`src/include/fds_pkg.sv`:
```
package fds_pkg;
   // register byte addresses on the bus
   localparam logic [7:0] ADDR_CTRL = 8'h00;
   localparam logic [7:0] ADDR_STATUS = 8'h04;
   localparam logic [14:0] CTRL_RESET = 15'h0000;
   // control word width
   localparam int CTRL_WIDTH = 15;
   // status word bit positions
   localparam int ST_FULL = 0;
   localparam int ST_NOT_EMPTY = 1;
   localparam int ST_TX_SERV = 2;
   localparam int ST_RX_SERV = 3;
   localparam int ST_DRQ = 4;
   localparam int ST_REFRESH = 5;
   localparam int ST_DONE = 6;
   localparam int ST_TX_START = 7;
   localparam int ST_FIFO_INT = 8;
   localparam int ST_COUNT_LSB = 16;
   // fifo geometry
   localparam logic [7:0] FIFO_DEPTH = 8'h80;
   // engine mode encodings
   localparam logic [1:0] MODE_OFF = 2'h0;
   localparam logic [1:0] MODE_TX = 2'h1;
   localparam logic [1:0] MODE_RX = 2'h2;
   // refresh limit base: 4 cycles shifted by the field
   localparam logic [5:0] REFRESH_BASE = 6'h04;
   // timing
   localparam int CLK_PERIOD_PS = 25000;
   localparam int REFRESH_GAP_PS = 350000;
   localparam int REFRESH_GAP_CYC = (REFRESH_GAP_PS + CLK_PERIOD_PS - 1) / CLK_PERIOD_PS;
   localparam logic [4:0] REFRESH_GAP_LOAD = 5'(REFRESH_GAP_CYC - 1);

   typedef struct packed {
      logic [6:0] threshold;
      logic [1:0] engineMode;
      logic fifoIntEnable;
      logic stringMove;
      logic [1:0] refreshCount;
      logic burst;
      logic dmaEnable;
   } fds_ctrl_type;

   typedef enum logic [3:0] {
      DRQ_IDLE = 4'h1,
      DRQ_ACTIVE = 4'h2,
      DRQ_WAITACK = 4'h4,
      DRQ_GAP = 4'h8
   } fds_drq_state_type;
endpackage

```
`src/design/fds_service.sv`:
```
// The placing of the registers and register access over AHB-Lite were decided locally.
`timescale 1ns/1ps
// Notes on behaviour
// - fifo interrupt = enable and any service request
// - control bit 0 enables dma
// - control bit 1 selects burst mode
// - drq only with transmit or receive enabled; code also raises it in mode 3 (as receive)
// - drq while room (tx) or data (rx)
// - single mode: one byte per drq
// - burst releases drq after 32 cycles max
// - refresh field limits to 4..32 cycles
// - counter preloads idle, decrements per cycle
// - zero count: drop drq, 350ns gap
// - single mode uses no refresh counter
// - threshold starts transmitter in tx mode, with or without dma
// - burst tx: full or refresh drops drq
// - burst rx: drq when data, drops otherwise
// - programmed i/o when dma disabled
// - string move paces accesses with iochrdy
// - tx request raised before transmitter active
// - rx request when count >= 128-threshold
// - tx request when count <= threshold
// - threshold ranges 0 through 127
module fds_service (
   input wire logic clk,
   input wire logic resetn,
   input wire logic [31:0] haddr,
   input wire logic [1:0] htrans,
   input wire logic hwrite,
   input wire logic [2:0] hsize,
   input wire logic [31:0] hwdata,
   input wire logic hsel,
   input wire logic hready,
   output logic [31:0] hrdata,
   output logic hreadyout,
   output logic hresp,
   input wire logic [7:0] fifoCount,
   input wire logic dmaAckN,
   input wire logic terminalCount,
   input wire logic ioReadN,
   input wire logic ioWriteN,
   output logic dmaRequest,
   output logic fifoInterrupt,
   output logic ioChannelReady,
   output logic txStart
);
   logic rstSync1_reg;
   logic rstSync2_reg;
   logic rstN;
   fds_pkg::fds_ctrl_type ctrl_reg;
   logic wrPending_reg;
   logic [7:0] wrAddr_reg;
   logic [31:0] hrdata_reg;
   logic [1:0] ackSync_reg;
   logic [1:0] tcSync_reg;
   logic [1:0] rdSync_reg;
   logic [1:0] wrSync_reg;
   logic ackActive;
   logic ackPrev_reg;
   logic ioCyclePulse;
   fds_pkg::fds_drq_state_type state_reg;
   fds_pkg::fds_drq_state_type state_next;
   logic [5:0] refCnt_reg;
   logic [4:0] gapCnt_reg;
   logic blockDone_reg;
   logic drq_reg;
   logic fifoInt_reg;
   logic ioRdy_reg;
   logic txStart_reg;
   logic fifoFull;
   logic fifoNotEmpty;
   logic txServiceRequest;
   logic rxServiceRequest;
   logic transmitDir;
   logic dmaArmed;
   logic dataWanted;
   logic [31:0] statusWord;

   function automatic logic [5:0] refreshLimit(input logic [1:0] field);
      refreshLimit = fds_pkg::REFRESH_BASE << field;
   endfunction

   always_ff @(posedge clk or negedge resetn) begin
      if (!resetn) begin
         rstSync1_reg <= 1'b0;
         rstSync2_reg <= 1'b0;
      end else begin
         rstSync1_reg <= 1'b1;
         rstSync2_reg <= rstSync1_reg;
      end
   end
   assign rstN = rstSync2_reg;

   // pin synchronisers; stage 1 feeds stage 2 only
   always_ff @(posedge clk or negedge rstN) begin
      if (!rstN) begin
         ackSync_reg <= 2'h3;
         tcSync_reg <= 2'h0;
         rdSync_reg <= 2'h3;
         wrSync_reg <= 2'h3;
         ackPrev_reg <= 1'b0;
      end else begin
         ackSync_reg <= {ackSync_reg[0], dmaAckN};
         tcSync_reg <= {tcSync_reg[0], terminalCount};
         rdSync_reg <= {rdSync_reg[0], ioReadN};
         wrSync_reg <= {wrSync_reg[0], ioWriteN};
         ackPrev_reg <= ackActive;
      end
   end
   assign ackActive = !ackSync_reg[1];
   assign ioCyclePulse = ackActive && !ackPrev_reg;

   assign fifoFull = (fifoCount == fds_pkg::FIFO_DEPTH);
   assign fifoNotEmpty = (fifoCount != 8'h00);
   assign txServiceRequest = (fifoCount <= {1'b0, ctrl_reg.threshold});
   assign rxServiceRequest = (fifoCount >= (fds_pkg::FIFO_DEPTH - {1'b0, ctrl_reg.threshold}));
   assign transmitDir = !ctrl_reg.engineMode[1];
   assign dmaArmed = ctrl_reg.dmaEnable && (ctrl_reg.engineMode != fds_pkg::MODE_OFF) && !blockDone_reg;
   assign dataWanted = transmitDir ? !fifoFull : fifoNotEmpty;

   // bus slave: zero wait states, always OKAY
   always_ff @(posedge clk or negedge rstN) begin
      if (!rstN) begin
         wrPending_reg <= 1'b0;
         wrAddr_reg <= 8'h00;
         hrdata_reg <= 32'h0000_0000;
      end else begin
         wrPending_reg <= 1'b0;
         if (hsel && hready && htrans[1]) begin
            wrPending_reg <= hwrite;
            wrAddr_reg <= haddr[7:0];
            if (!hwrite && haddr[7:0] == fds_pkg::ADDR_CTRL) begin
               hrdata_reg <= {17'h00000, ctrl_reg};
            end else if (!hwrite && haddr[7:0] == fds_pkg::ADDR_STATUS) begin
               hrdata_reg <= statusWord;
            end else begin
               hrdata_reg <= 32'h0000_0000;
            end
         end
      end
   end

   always_ff @(posedge clk or negedge rstN) begin
      if (!rstN) begin
         ctrl_reg <= fds_pkg::fds_ctrl_type'(fds_pkg::CTRL_RESET);
      end else if (wrPending_reg && wrAddr_reg == fds_pkg::ADDR_CTRL) begin
         ctrl_reg <= fds_pkg::fds_ctrl_type'(hwdata[fds_pkg::CTRL_WIDTH-1:0]);
      end
   end

   always_comb begin
      statusWord = 32'h0000_0000;
      statusWord[fds_pkg::ST_FULL] = fifoFull;
      statusWord[fds_pkg::ST_NOT_EMPTY] = fifoNotEmpty;
      statusWord[fds_pkg::ST_TX_SERV] = txServiceRequest;
      statusWord[fds_pkg::ST_RX_SERV] = rxServiceRequest;
      statusWord[fds_pkg::ST_DRQ] = drq_reg;
      statusWord[fds_pkg::ST_REFRESH] = (state_reg == fds_pkg::DRQ_GAP);
      statusWord[fds_pkg::ST_DONE] = blockDone_reg;
      statusWord[fds_pkg::ST_TX_START] = txStart_reg;
      statusWord[fds_pkg::ST_FIFO_INT] = fifoInt_reg;
      statusWord[fds_pkg::ST_COUNT_LSB +: 8] = fifoCount;
   end

   // block ends at terminal count; set beats clear
   always_ff @(posedge clk or negedge rstN) begin
      if (!rstN) begin
         blockDone_reg <= 1'b0;
      end else begin
         blockDone_reg <= (tcSync_reg[1] && ackActive)
            || (blockDone_reg && ctrl_reg.dmaEnable && ctrl_reg.engineMode != fds_pkg::MODE_OFF);
      end
   end

   always_comb begin
      state_next = state_reg;
      case (state_reg)
         fds_pkg::DRQ_IDLE: begin
            if (dmaArmed && dataWanted) begin
               state_next = fds_pkg::DRQ_ACTIVE;
            end
         end
         fds_pkg::DRQ_ACTIVE: begin
            if (ioCyclePulse && !ctrl_reg.burst) begin
               state_next = fds_pkg::DRQ_WAITACK;
            end else if (ioCyclePulse && refCnt_reg == 6'h01) begin
               state_next = fds_pkg::DRQ_WAITACK;
            end else if (!(dmaArmed && dataWanted)) begin
               state_next = fds_pkg::DRQ_IDLE;
            end
         end
         fds_pkg::DRQ_WAITACK: begin
            if (!ackActive) begin
               state_next = ctrl_reg.burst ? fds_pkg::DRQ_GAP : fds_pkg::DRQ_IDLE;
            end
         end
         fds_pkg::DRQ_GAP: begin
            if (gapCnt_reg == 5'h00) begin
               state_next = fds_pkg::DRQ_IDLE;
            end
         end
         default: state_next = fds_pkg::DRQ_IDLE;
      endcase
   end

   always_ff @(posedge clk or negedge rstN) begin
      if (!rstN) begin
         state_reg <= fds_pkg::DRQ_IDLE;
         drq_reg <= 1'b0;
      end else begin
         state_reg <= state_next;
         drq_reg <= (state_next == fds_pkg::DRQ_ACTIVE);
      end
   end

   // refresh counter: preload outside active, count i/o cycles
   always_ff @(posedge clk or negedge rstN) begin
      if (!rstN) begin
         refCnt_reg <= fds_pkg::REFRESH_BASE;
      end else if (state_reg != fds_pkg::DRQ_ACTIVE) begin
         refCnt_reg <= refreshLimit(ctrl_reg.refreshCount);
      end else if (ioCyclePulse && ctrl_reg.burst && refCnt_reg != 6'h00) begin
         refCnt_reg <= refCnt_reg - 6'h01;
      end
   end

   always_ff @(posedge clk or negedge rstN) begin
      if (!rstN) begin
         gapCnt_reg <= fds_pkg::REFRESH_GAP_LOAD;
      end else if (state_reg != fds_pkg::DRQ_GAP) begin
         gapCnt_reg <= fds_pkg::REFRESH_GAP_LOAD;
      end else if (gapCnt_reg != 5'h00) begin
         gapCnt_reg <= gapCnt_reg - 5'h01;
      end
   end

   always_ff @(posedge clk or negedge rstN) begin
      if (!rstN) begin
         fifoInt_reg <= 1'b0;
      end else begin
         fifoInt_reg <= ctrl_reg.fifoIntEnable && (txServiceRequest || rxServiceRequest);
      end
   end

   // transmitter trigger once fifo filled past threshold
   always_ff @(posedge clk or negedge rstN) begin
      if (!rstN) begin
         txStart_reg <= 1'b0;
      end else if (ctrl_reg.engineMode != fds_pkg::MODE_TX) begin
         txStart_reg <= 1'b0;
      end else if (!txServiceRequest) begin
         txStart_reg <= 1'b1;
      end
   end

   // string move: stretch access while fifo cannot serve
   always_ff @(posedge clk or negedge rstN) begin
      if (!rstN) begin
         ioRdy_reg <= 1'b1;
      end else begin
         ioRdy_reg <= !(ctrl_reg.stringMove && !ctrl_reg.dmaEnable
            && ((!rdSync_reg[1] && !fifoNotEmpty) || (!wrSync_reg[1] && fifoFull)));
      end
   end

   assign hrdata = hrdata_reg;
   assign hreadyout = rstSync2_reg;
   assign hresp = 1'b0;
   assign dmaRequest = drq_reg;
   assign fifoInterrupt = fifoInt_reg;
   assign ioChannelReady = ioRdy_reg;
   assign txStart = txStart_reg;

   AST_INT_DROPS: assert property (@(posedge clk) disable iff (!rstN)
      !ctrl_reg.fifoIntEnable |=> !fifoInterrupt) else $error("fifo interrupt stayed with enable low");
   AST_NO_DMA: assert property (@(posedge clk) disable iff (!rstN)
      !ctrl_reg.dmaEnable |=> !dmaRequest) else $error("drq with dma disabled");
   AST_MODE_GATE: assert property (@(posedge clk) disable iff (!rstN)
      ctrl_reg.engineMode == fds_pkg::MODE_OFF |=> !dmaRequest) else $error("drq with engine off");
   AST_TX_FULL: assert property (@(posedge clk) disable iff (!rstN)
      transmitDir && fifoFull && !ioCyclePulse |=> !dmaRequest) else $error("drq with fifo full");
   AST_RX_EMPTY: assert property (@(posedge clk) disable iff (!rstN)
      !transmitDir && !fifoNotEmpty && !ioCyclePulse |=> !dmaRequest) else $error("drq with fifo empty");
   AST_SINGLE_ONE: assert property (@(posedge clk) disable iff (!rstN)
      dmaRequest && !ctrl_reg.burst && ioCyclePulse |=> !dmaRequest) else $error("single mode drq held");
   AST_BURST_LIMIT: assert property (@(posedge clk) disable iff (!rstN)
      dmaRequest && ctrl_reg.burst && ioCyclePulse && refCnt_reg == 6'h01 |=> !dmaRequest ##1 !dmaRequest)
      else $error("burst drq beyond limit");
   AST_PRELOAD: assert property (@(posedge clk) disable iff (!rstN)
      state_reg == fds_pkg::DRQ_IDLE |=> refCnt_reg == refreshLimit($past(ctrl_reg.refreshCount)))
      else $error("refresh preset not loaded");
   AST_GAP_LEN: assert property (@(posedge clk) disable iff (!rstN)
      $rose(state_reg == fds_pkg::DRQ_GAP) |-> (state_reg == fds_pkg::DRQ_GAP)[*8] ##6 (state_reg == fds_pkg::DRQ_GAP)
      ##1 (state_reg != fds_pkg::DRQ_GAP)) else $error("refresh gap wrong length");
   AST_SINGLE_NOGAP: assert property (@(posedge clk) disable iff (!rstN)
      !ctrl_reg.burst && state_reg == fds_pkg::DRQ_WAITACK && !ackActive |=> state_reg == fds_pkg::DRQ_IDLE)
      else $error("refresh gap in single mode");
   AST_IORDY: assert property (@(posedge clk) disable iff (!rstN)
      ctrl_reg.stringMove && !ctrl_reg.dmaEnable && !rdSync_reg[1] && !fifoNotEmpty |=> !ioChannelReady)
      else $error("iochrdy not stretched");
   COV_GAP: cover property (@(posedge clk) disable iff (!rstN) state_reg == fds_pkg::DRQ_GAP);
   COV_SINGLE: cover property (@(posedge clk) disable iff (!rstN) dmaRequest && !ctrl_reg.burst && ioCyclePulse);
   COV_INT: cover property (@(posedge clk) disable iff (!rstN) $rose(fifoInterrupt));
endmodule // fds_service

```
`config.mk`:
```
export PLATFORM = sky130hd
export DESIGN_NAME = fds_service
export DESIGN_NICKNAME = d
export VERILOG_FILES = /design/src/include/fds_pkg.sv /design/src/design/fds_service.sv
export SDC_FILE = /design/constraint.sdc
export NUM_CORES = 1
export LEC_CHECK = 0
export BUFFER_PORTS_ARGS = -buffer_cell sky130_fd_sc_hd__buf_2
export CAP_MARGIN = 20
export CORE_MARGIN = 3
export CORE_UTILIZATION = 35
export CTS_CLUSTER_SIZE = 16
export DETAILED_ROUTE_END_ITERATION = 16
export PLACE_DENSITY = 0.6
export SETUP_SLACK_MARGIN = 0.2
export SLEW_MARGIN = 20
export SYNTH_ARGS = -nofsm -noshare
export SYNTH_HDL_FRONTEND = slang
export SYNTH_SLANG_ARGS = --single-unit
```
`constraint.sdc`:
```
create_clock -name clk -period 3.1 [get_ports clk]
set_clock_uncertainty 0.2 [all_clocks]
set_input_delay 0.31 -clock clk [delete_from_list [all_inputs] [get_ports clk]]
set_output_delay 0.31 -clock clk [all_outputs]
set_load 0.1 [all_outputs]
```
======== Yosys cells after proc, flatten, opt, wreduce, memory -nomap -nowiden ========
Index checks and enable logic that the tools add are counted.
word-level totals
  flip-flop bits (word level) ............. 87
  word-level logic and storage cells ...... 105
cells by class
  $add $sub $neg .......................... 3
  order comparisons ....................... 2
  equal/unequal tests ..................... 12
  shifts and indexed selects .............. 1
  mux-type cells .......................... 18
  reduce and logical (&&, ||, !) cells .... 44
operators by type and width
  cell                                                 count
  2-to-1 mux 24 bit                                    2
  2-to-1 mux 4 bit                                     7
  logical AND 1 bit                                    21
  logical NOT 8 bit                                    2
  case mux 4 bit (4 select lines)                      1
  2-to-1 mux 6 bit                                     2
  logical NOT 1 bit                                    11
  2-to-1 mux 5 bit                                     2
  equality test 4 x 2 -> 1 bit, second input constant  2
  equality test 8 x 3 -> 1 bit, second input constant  1
  equality test 8 bit, second input constant           1
  >= comparator 8 bit                                  1
  <= comparator 8 x 7 -> 1 bit                         1
  nonzero test 8 bit                                   1
  subtractor 8 x 7 -> 8 bit, first input constant      1
  equality test 6 x 1 -> 1 bit, second input constant  1
  nonzero test 2 bit                                   3
  nonzero test 6 bit                                   1
  left shift 3 x 2 -> 6 bit, first input constant      1
  subtractor 6 x 1 -> 6 bit, second input constant     1
  logical NOT 5 bit                                    1
  nonzero test 5 bit                                   1
  subtractor 5 x 1 -> 5 bit, second input constant     1
  equality test 4 x 1 -> 1 bit, second input constant  1
  7 further kinds                                      13

======== Longest topological paths before layout ========
  word-level depth ........................ 9
  mapped depth ............................ 9
  mapped depth without buffers ............ 9

======== Worst setup path after synthesis ========
Ideal clock, no wire load.
  path kind ............................... register to output
  start point ............................. reg rstSync2_reg, in the netlist hreadyout
  end point ............................... out hreadyout
  arrival time ............................ 2.512 ns
  required time ........................... 2.590 ns
  path slack .............................. 0.078 ns
  cell stages (with the launch flop) ...... 1
  cell sequence ........................... dfrtp_1
RTL lines
  what                    line               source
  from (decl)             fds_service.sv:48  logic rstSync2_reg;
  from (signal assigned)  fds_service.sv:89  rstSync2_reg <= rstSync1_reg;
  to (decl)               fds_service.sv:35  output logic hreadyout,
No word-level cell between the ends.

======== Worst setup path in the final report ========
  start point ............................. reg ctrl_reg[12] (netlist name)
  end point ............................... reg hrdata_reg[3], in the netlist hrdata[3]
on the way
  cells in the longest elaborated chain, start to end .. 4
ends and longest elaborated chain
  what                       line                source
  from (decl)                fds_service.sv:50   fds_pkg::fds_ctrl_type ctrl_reg;
  from (signal assigned)     fds_service.sv:145  ctrl_reg <= fds_pkg::fds_ctrl_type'(fds_pkg::CTRL_RESET);
  from (signal assigned)     fds_service.sv:147  ctrl_reg <= fds_pkg::fds_ctrl_type'(hwdata[fds_pkg::CTRL_WIDTH-1:0]);
  subtractor 8 x 7 -> 8 bit  fds_service.sv:116  assign rxServiceRequest = (fifoCount >= (fds_pkg::FIFO_DEPTH - {1'b0, ctrl_reg.threshold}));
  >= comparator 8 bit        fds_service.sv:116
  2-to-1 mux 24 bit          fds_service.sv:134  end else if (!hwrite && haddr[7:0] == fds_pkg::ADDR_STATUS) begin
  2-to-1 mux 24 bit          fds_service.sv:132  if (!hwrite && haddr[7:0] == fds_pkg::ADDR_CTRL) begin
  to (signal assigned)       fds_service.sv:133  hrdata_reg <= {17'h00000, ctrl_reg};
  to (signal assigned)       fds_service.sv:135  hrdata_reg <= statusWord;
  to (decl)                  fds_service.sv:53   logic [31:0] hrdata_reg;
No other way between the ends.
A chain may end at the register's enable or synchronous reset.

==> qor.txt <==
Reg-to-reg slack, setup: 0.64 ns
Final Cell Area: 0.004628 sq mm
Initial antenna violation count: 0
Setup crit end kind: flip-flop
# setup viols final: 0
Final critical-path required period: 2.465 ns
Crit start category: flip-flop
Commonest non-fill, non-tap cells in the layout: buf_2 (68), dfrtp_1 (65), nand2_1 (40)
CORE AREA: 0.01037 sq mm
Leak: 0.002244 uW
Detailed Route WL: 8297 um
Predominant post-synthesis flop cell: dfrtp_1
Global route overflow: 0
CP cell instances: nor4_1 > nand2_1 > xnor2_1 > ha_1 > a21oi_1 > a21boi_0 > a211oi_1 > o21ai_0
Post-synth top area share: 43.99%
Synth Register Bits: 78
Die area: 0.01201 sq mm
CTS Buffer Depth: 2
Status: completed
Vias/cell: 4.815
PD cells: 535.3 mW/mm^2
IO Count: 124
Crit-path max FO: 5
Buffers on Ports: 68
Post-synth EDFFs: 0
Peak supply drop: 296.1 uV
WL/cell: 14.38 um
Synth Warn #: 0
Die Height: 109.6 um
Max FFs per register: 23
Slew of the pin with the lowest slew margin: 0.9442 ns
Critical path data required time: 3.11 ns
DRC: 0
Clock sinks: 78
Die Wd: 109.6 um
Clock latency on the worst-skew pair: 0.35 ns
Largest delay share family, worst path: compound AO/OA/AOI/OAI gates
Drt pass-1 iters: 4
Clock Tree Root: clkbuf_8
Min-delay worst type: in2reg
Synthesized area per cell: 11.04 sq um
Gr usage total: 14.90%
Area growth syn-to-layout: 23.26%
Post-DP HPWL: 6068 um
RSZ-0062 raised after global routing: false
Global-route wire length before repair: 13630 um
Vias in the first global route: 2661
WP buf/inv: 0
Initial Utilization: 36.21%
Num CTS Buffers: 9
ANT cells: 0
Sum of negative setup slack: 0 ns
Critical Path Max Stage Delay: 0.45 ns
Worst relative slew slack: 37.05%
CTS resizes: 0
Fillers: 1020
Max-cap viol count: 0
Initial DRC count: 89
Max-slew violations: 0
CTS tree: done
Pin count of the biggest net entering global routing: 77
Yosys cell types: 47
Top cell type by total area after synthesis: dfrtp_1
FMAX: 0.4057 GHz
Synth Instances: 340
H-tree depth: 3
FFs w/ async S/R, synth: 100.0%
Slowest stage cell, crit path: dfrtp_1
Clock slew at reported path FFs: 0.08 ns
# rows: 37
Seq/Total Area, Yosys: 52.38%
Area contributors post-synth: dfrtp_1 (44%), dfstp_2 (8.4%), ha_1 (6.7%)
Placer Congestion: 0.8135
DRT antenna net count: 0
Final Hold Vio Count: 0
WS Path Type: reg2reg
Layout cell share with drive strength beyond 1: 26.98%
Final period util: 79.50%
Area of the mapped netlist: 0.003755 sq mm
Arrival @ worst endpoint: 2.48 ns
Most common library cell in the layout ignoring fill and taps: buf_2
Via count: 2778
Area post-placement: 0.004208 sq mm
Nets: 542
-- metal layers --
metal	up-vias	wire, um	part of all wire, %	global-route usage, %
li1	1365	-	-	-
met1	1330	4096	49	21.12
met2	65	3690	44	22.19
met3	18	326	3.9	2.936
met4	0	183	2.2	6.322
met5	-	0	0	0
-- kinds of logic after synthesis --
family                     count (synthesis)  synth area share (%)
buffers and inverters                     40                 5.065
muxes                                     21                 6.098
DFF                                       78                 52.38
and+or+nand+nor                          103                 14.63
xor gates and xnor gates                  13                 3.032
AOI/OAI and AO/OA                         63                 11.93
other                                      2                0.2000
adders and majority gates                 20                 6.664
-- final cells by class --
cell class	instances	area [sq um]	share of cell area, %
inverters	20	75.07	1.622
repair buffers	96	613.1	13.25
flip-flops and latches	78	1968	42.53
multi-input cells	231	1632	35.25
well taps	136	170.2	3.677
clock buffers	12	145.1	3.136
clock inverters	4	25.02	0.5407
-- final timing paths --
kind	endpoint	startpoint	cells past startpoint
setup / recovery	hrdata[3]$_DFFE_PN0P_	ctrl_reg[12]$_DFFE_PN0P_	8
hold / removal	ctrl_reg[1]$_DFFE_PN0P_	hwdata[1]	2
setup reg to reg	hrdata[3]$_DFFE_PN0P_	ctrl_reg[12]$_DFFE_PN0P_	8
hold reg to reg	tcSync_reg[1]$_DFF_PN0_	tcSync_reg[0]$_DFF_PN0_	0
max in group asynchronous	gapCnt_reg[1]$_DFFE_PN0P_	hreadyout$_DFF_PN0_	1
min in group asynchronous	hreadyout$_DFF_PN0_	resetn	2
-- where the power goes --
| part | total, uW | switching, uW | internal, uW | leakage [uW] |
|---|---|---|---|---|
| Combinational | 565 | 344 | 222 | 0.00118 |
| Sequential | 1240 | 110 | 1130 | 0.000980 |
| Clock | 677 | 366 | 311 | 0.0000824 |
| Total | 2480 | 820 | 1660 | 0.00224 |
-- Yosys cell counts (all sizes together), types with 7 or more instances --
cell,instances
dfrtp,66
nand3,7
nor3,9
mux2,15
dfstp,12
buf,12
clkbuf,8
a22o,13
nand2,40
ha,20
inv,20
a21oi,7
nor2,12
o21ai,21
xnor2,7
-- through the flow --
stage | total power, uW | worst slack [ns] | hold slack, ns | utilization, % | cells
global route | 2643 | 0.4048 | 0.007476 | 44.63 | 577
floorplan | 1664 | 0.9834 | -0.1856 | - | 349
global placement | 1784 | 0.6838 | -0.09943 | 40.58 | 536
finish | 2478 | 0.6354 | 0.01216 | 44.63 | 577
CTS | 2514 | 0.6291 | 0.0002801 | 44.53 | 576
detailed placement | 1802 | 0.6898 | -0.09704 | 40.58 | 536
-- timing repair --
item,in CTS,in global routing
hold endpoints to repair,25,1
setup endpoints to repair,0,0
setup buffers,0,0
hold buffers,24,1
(Power assumes the default switching activity.)
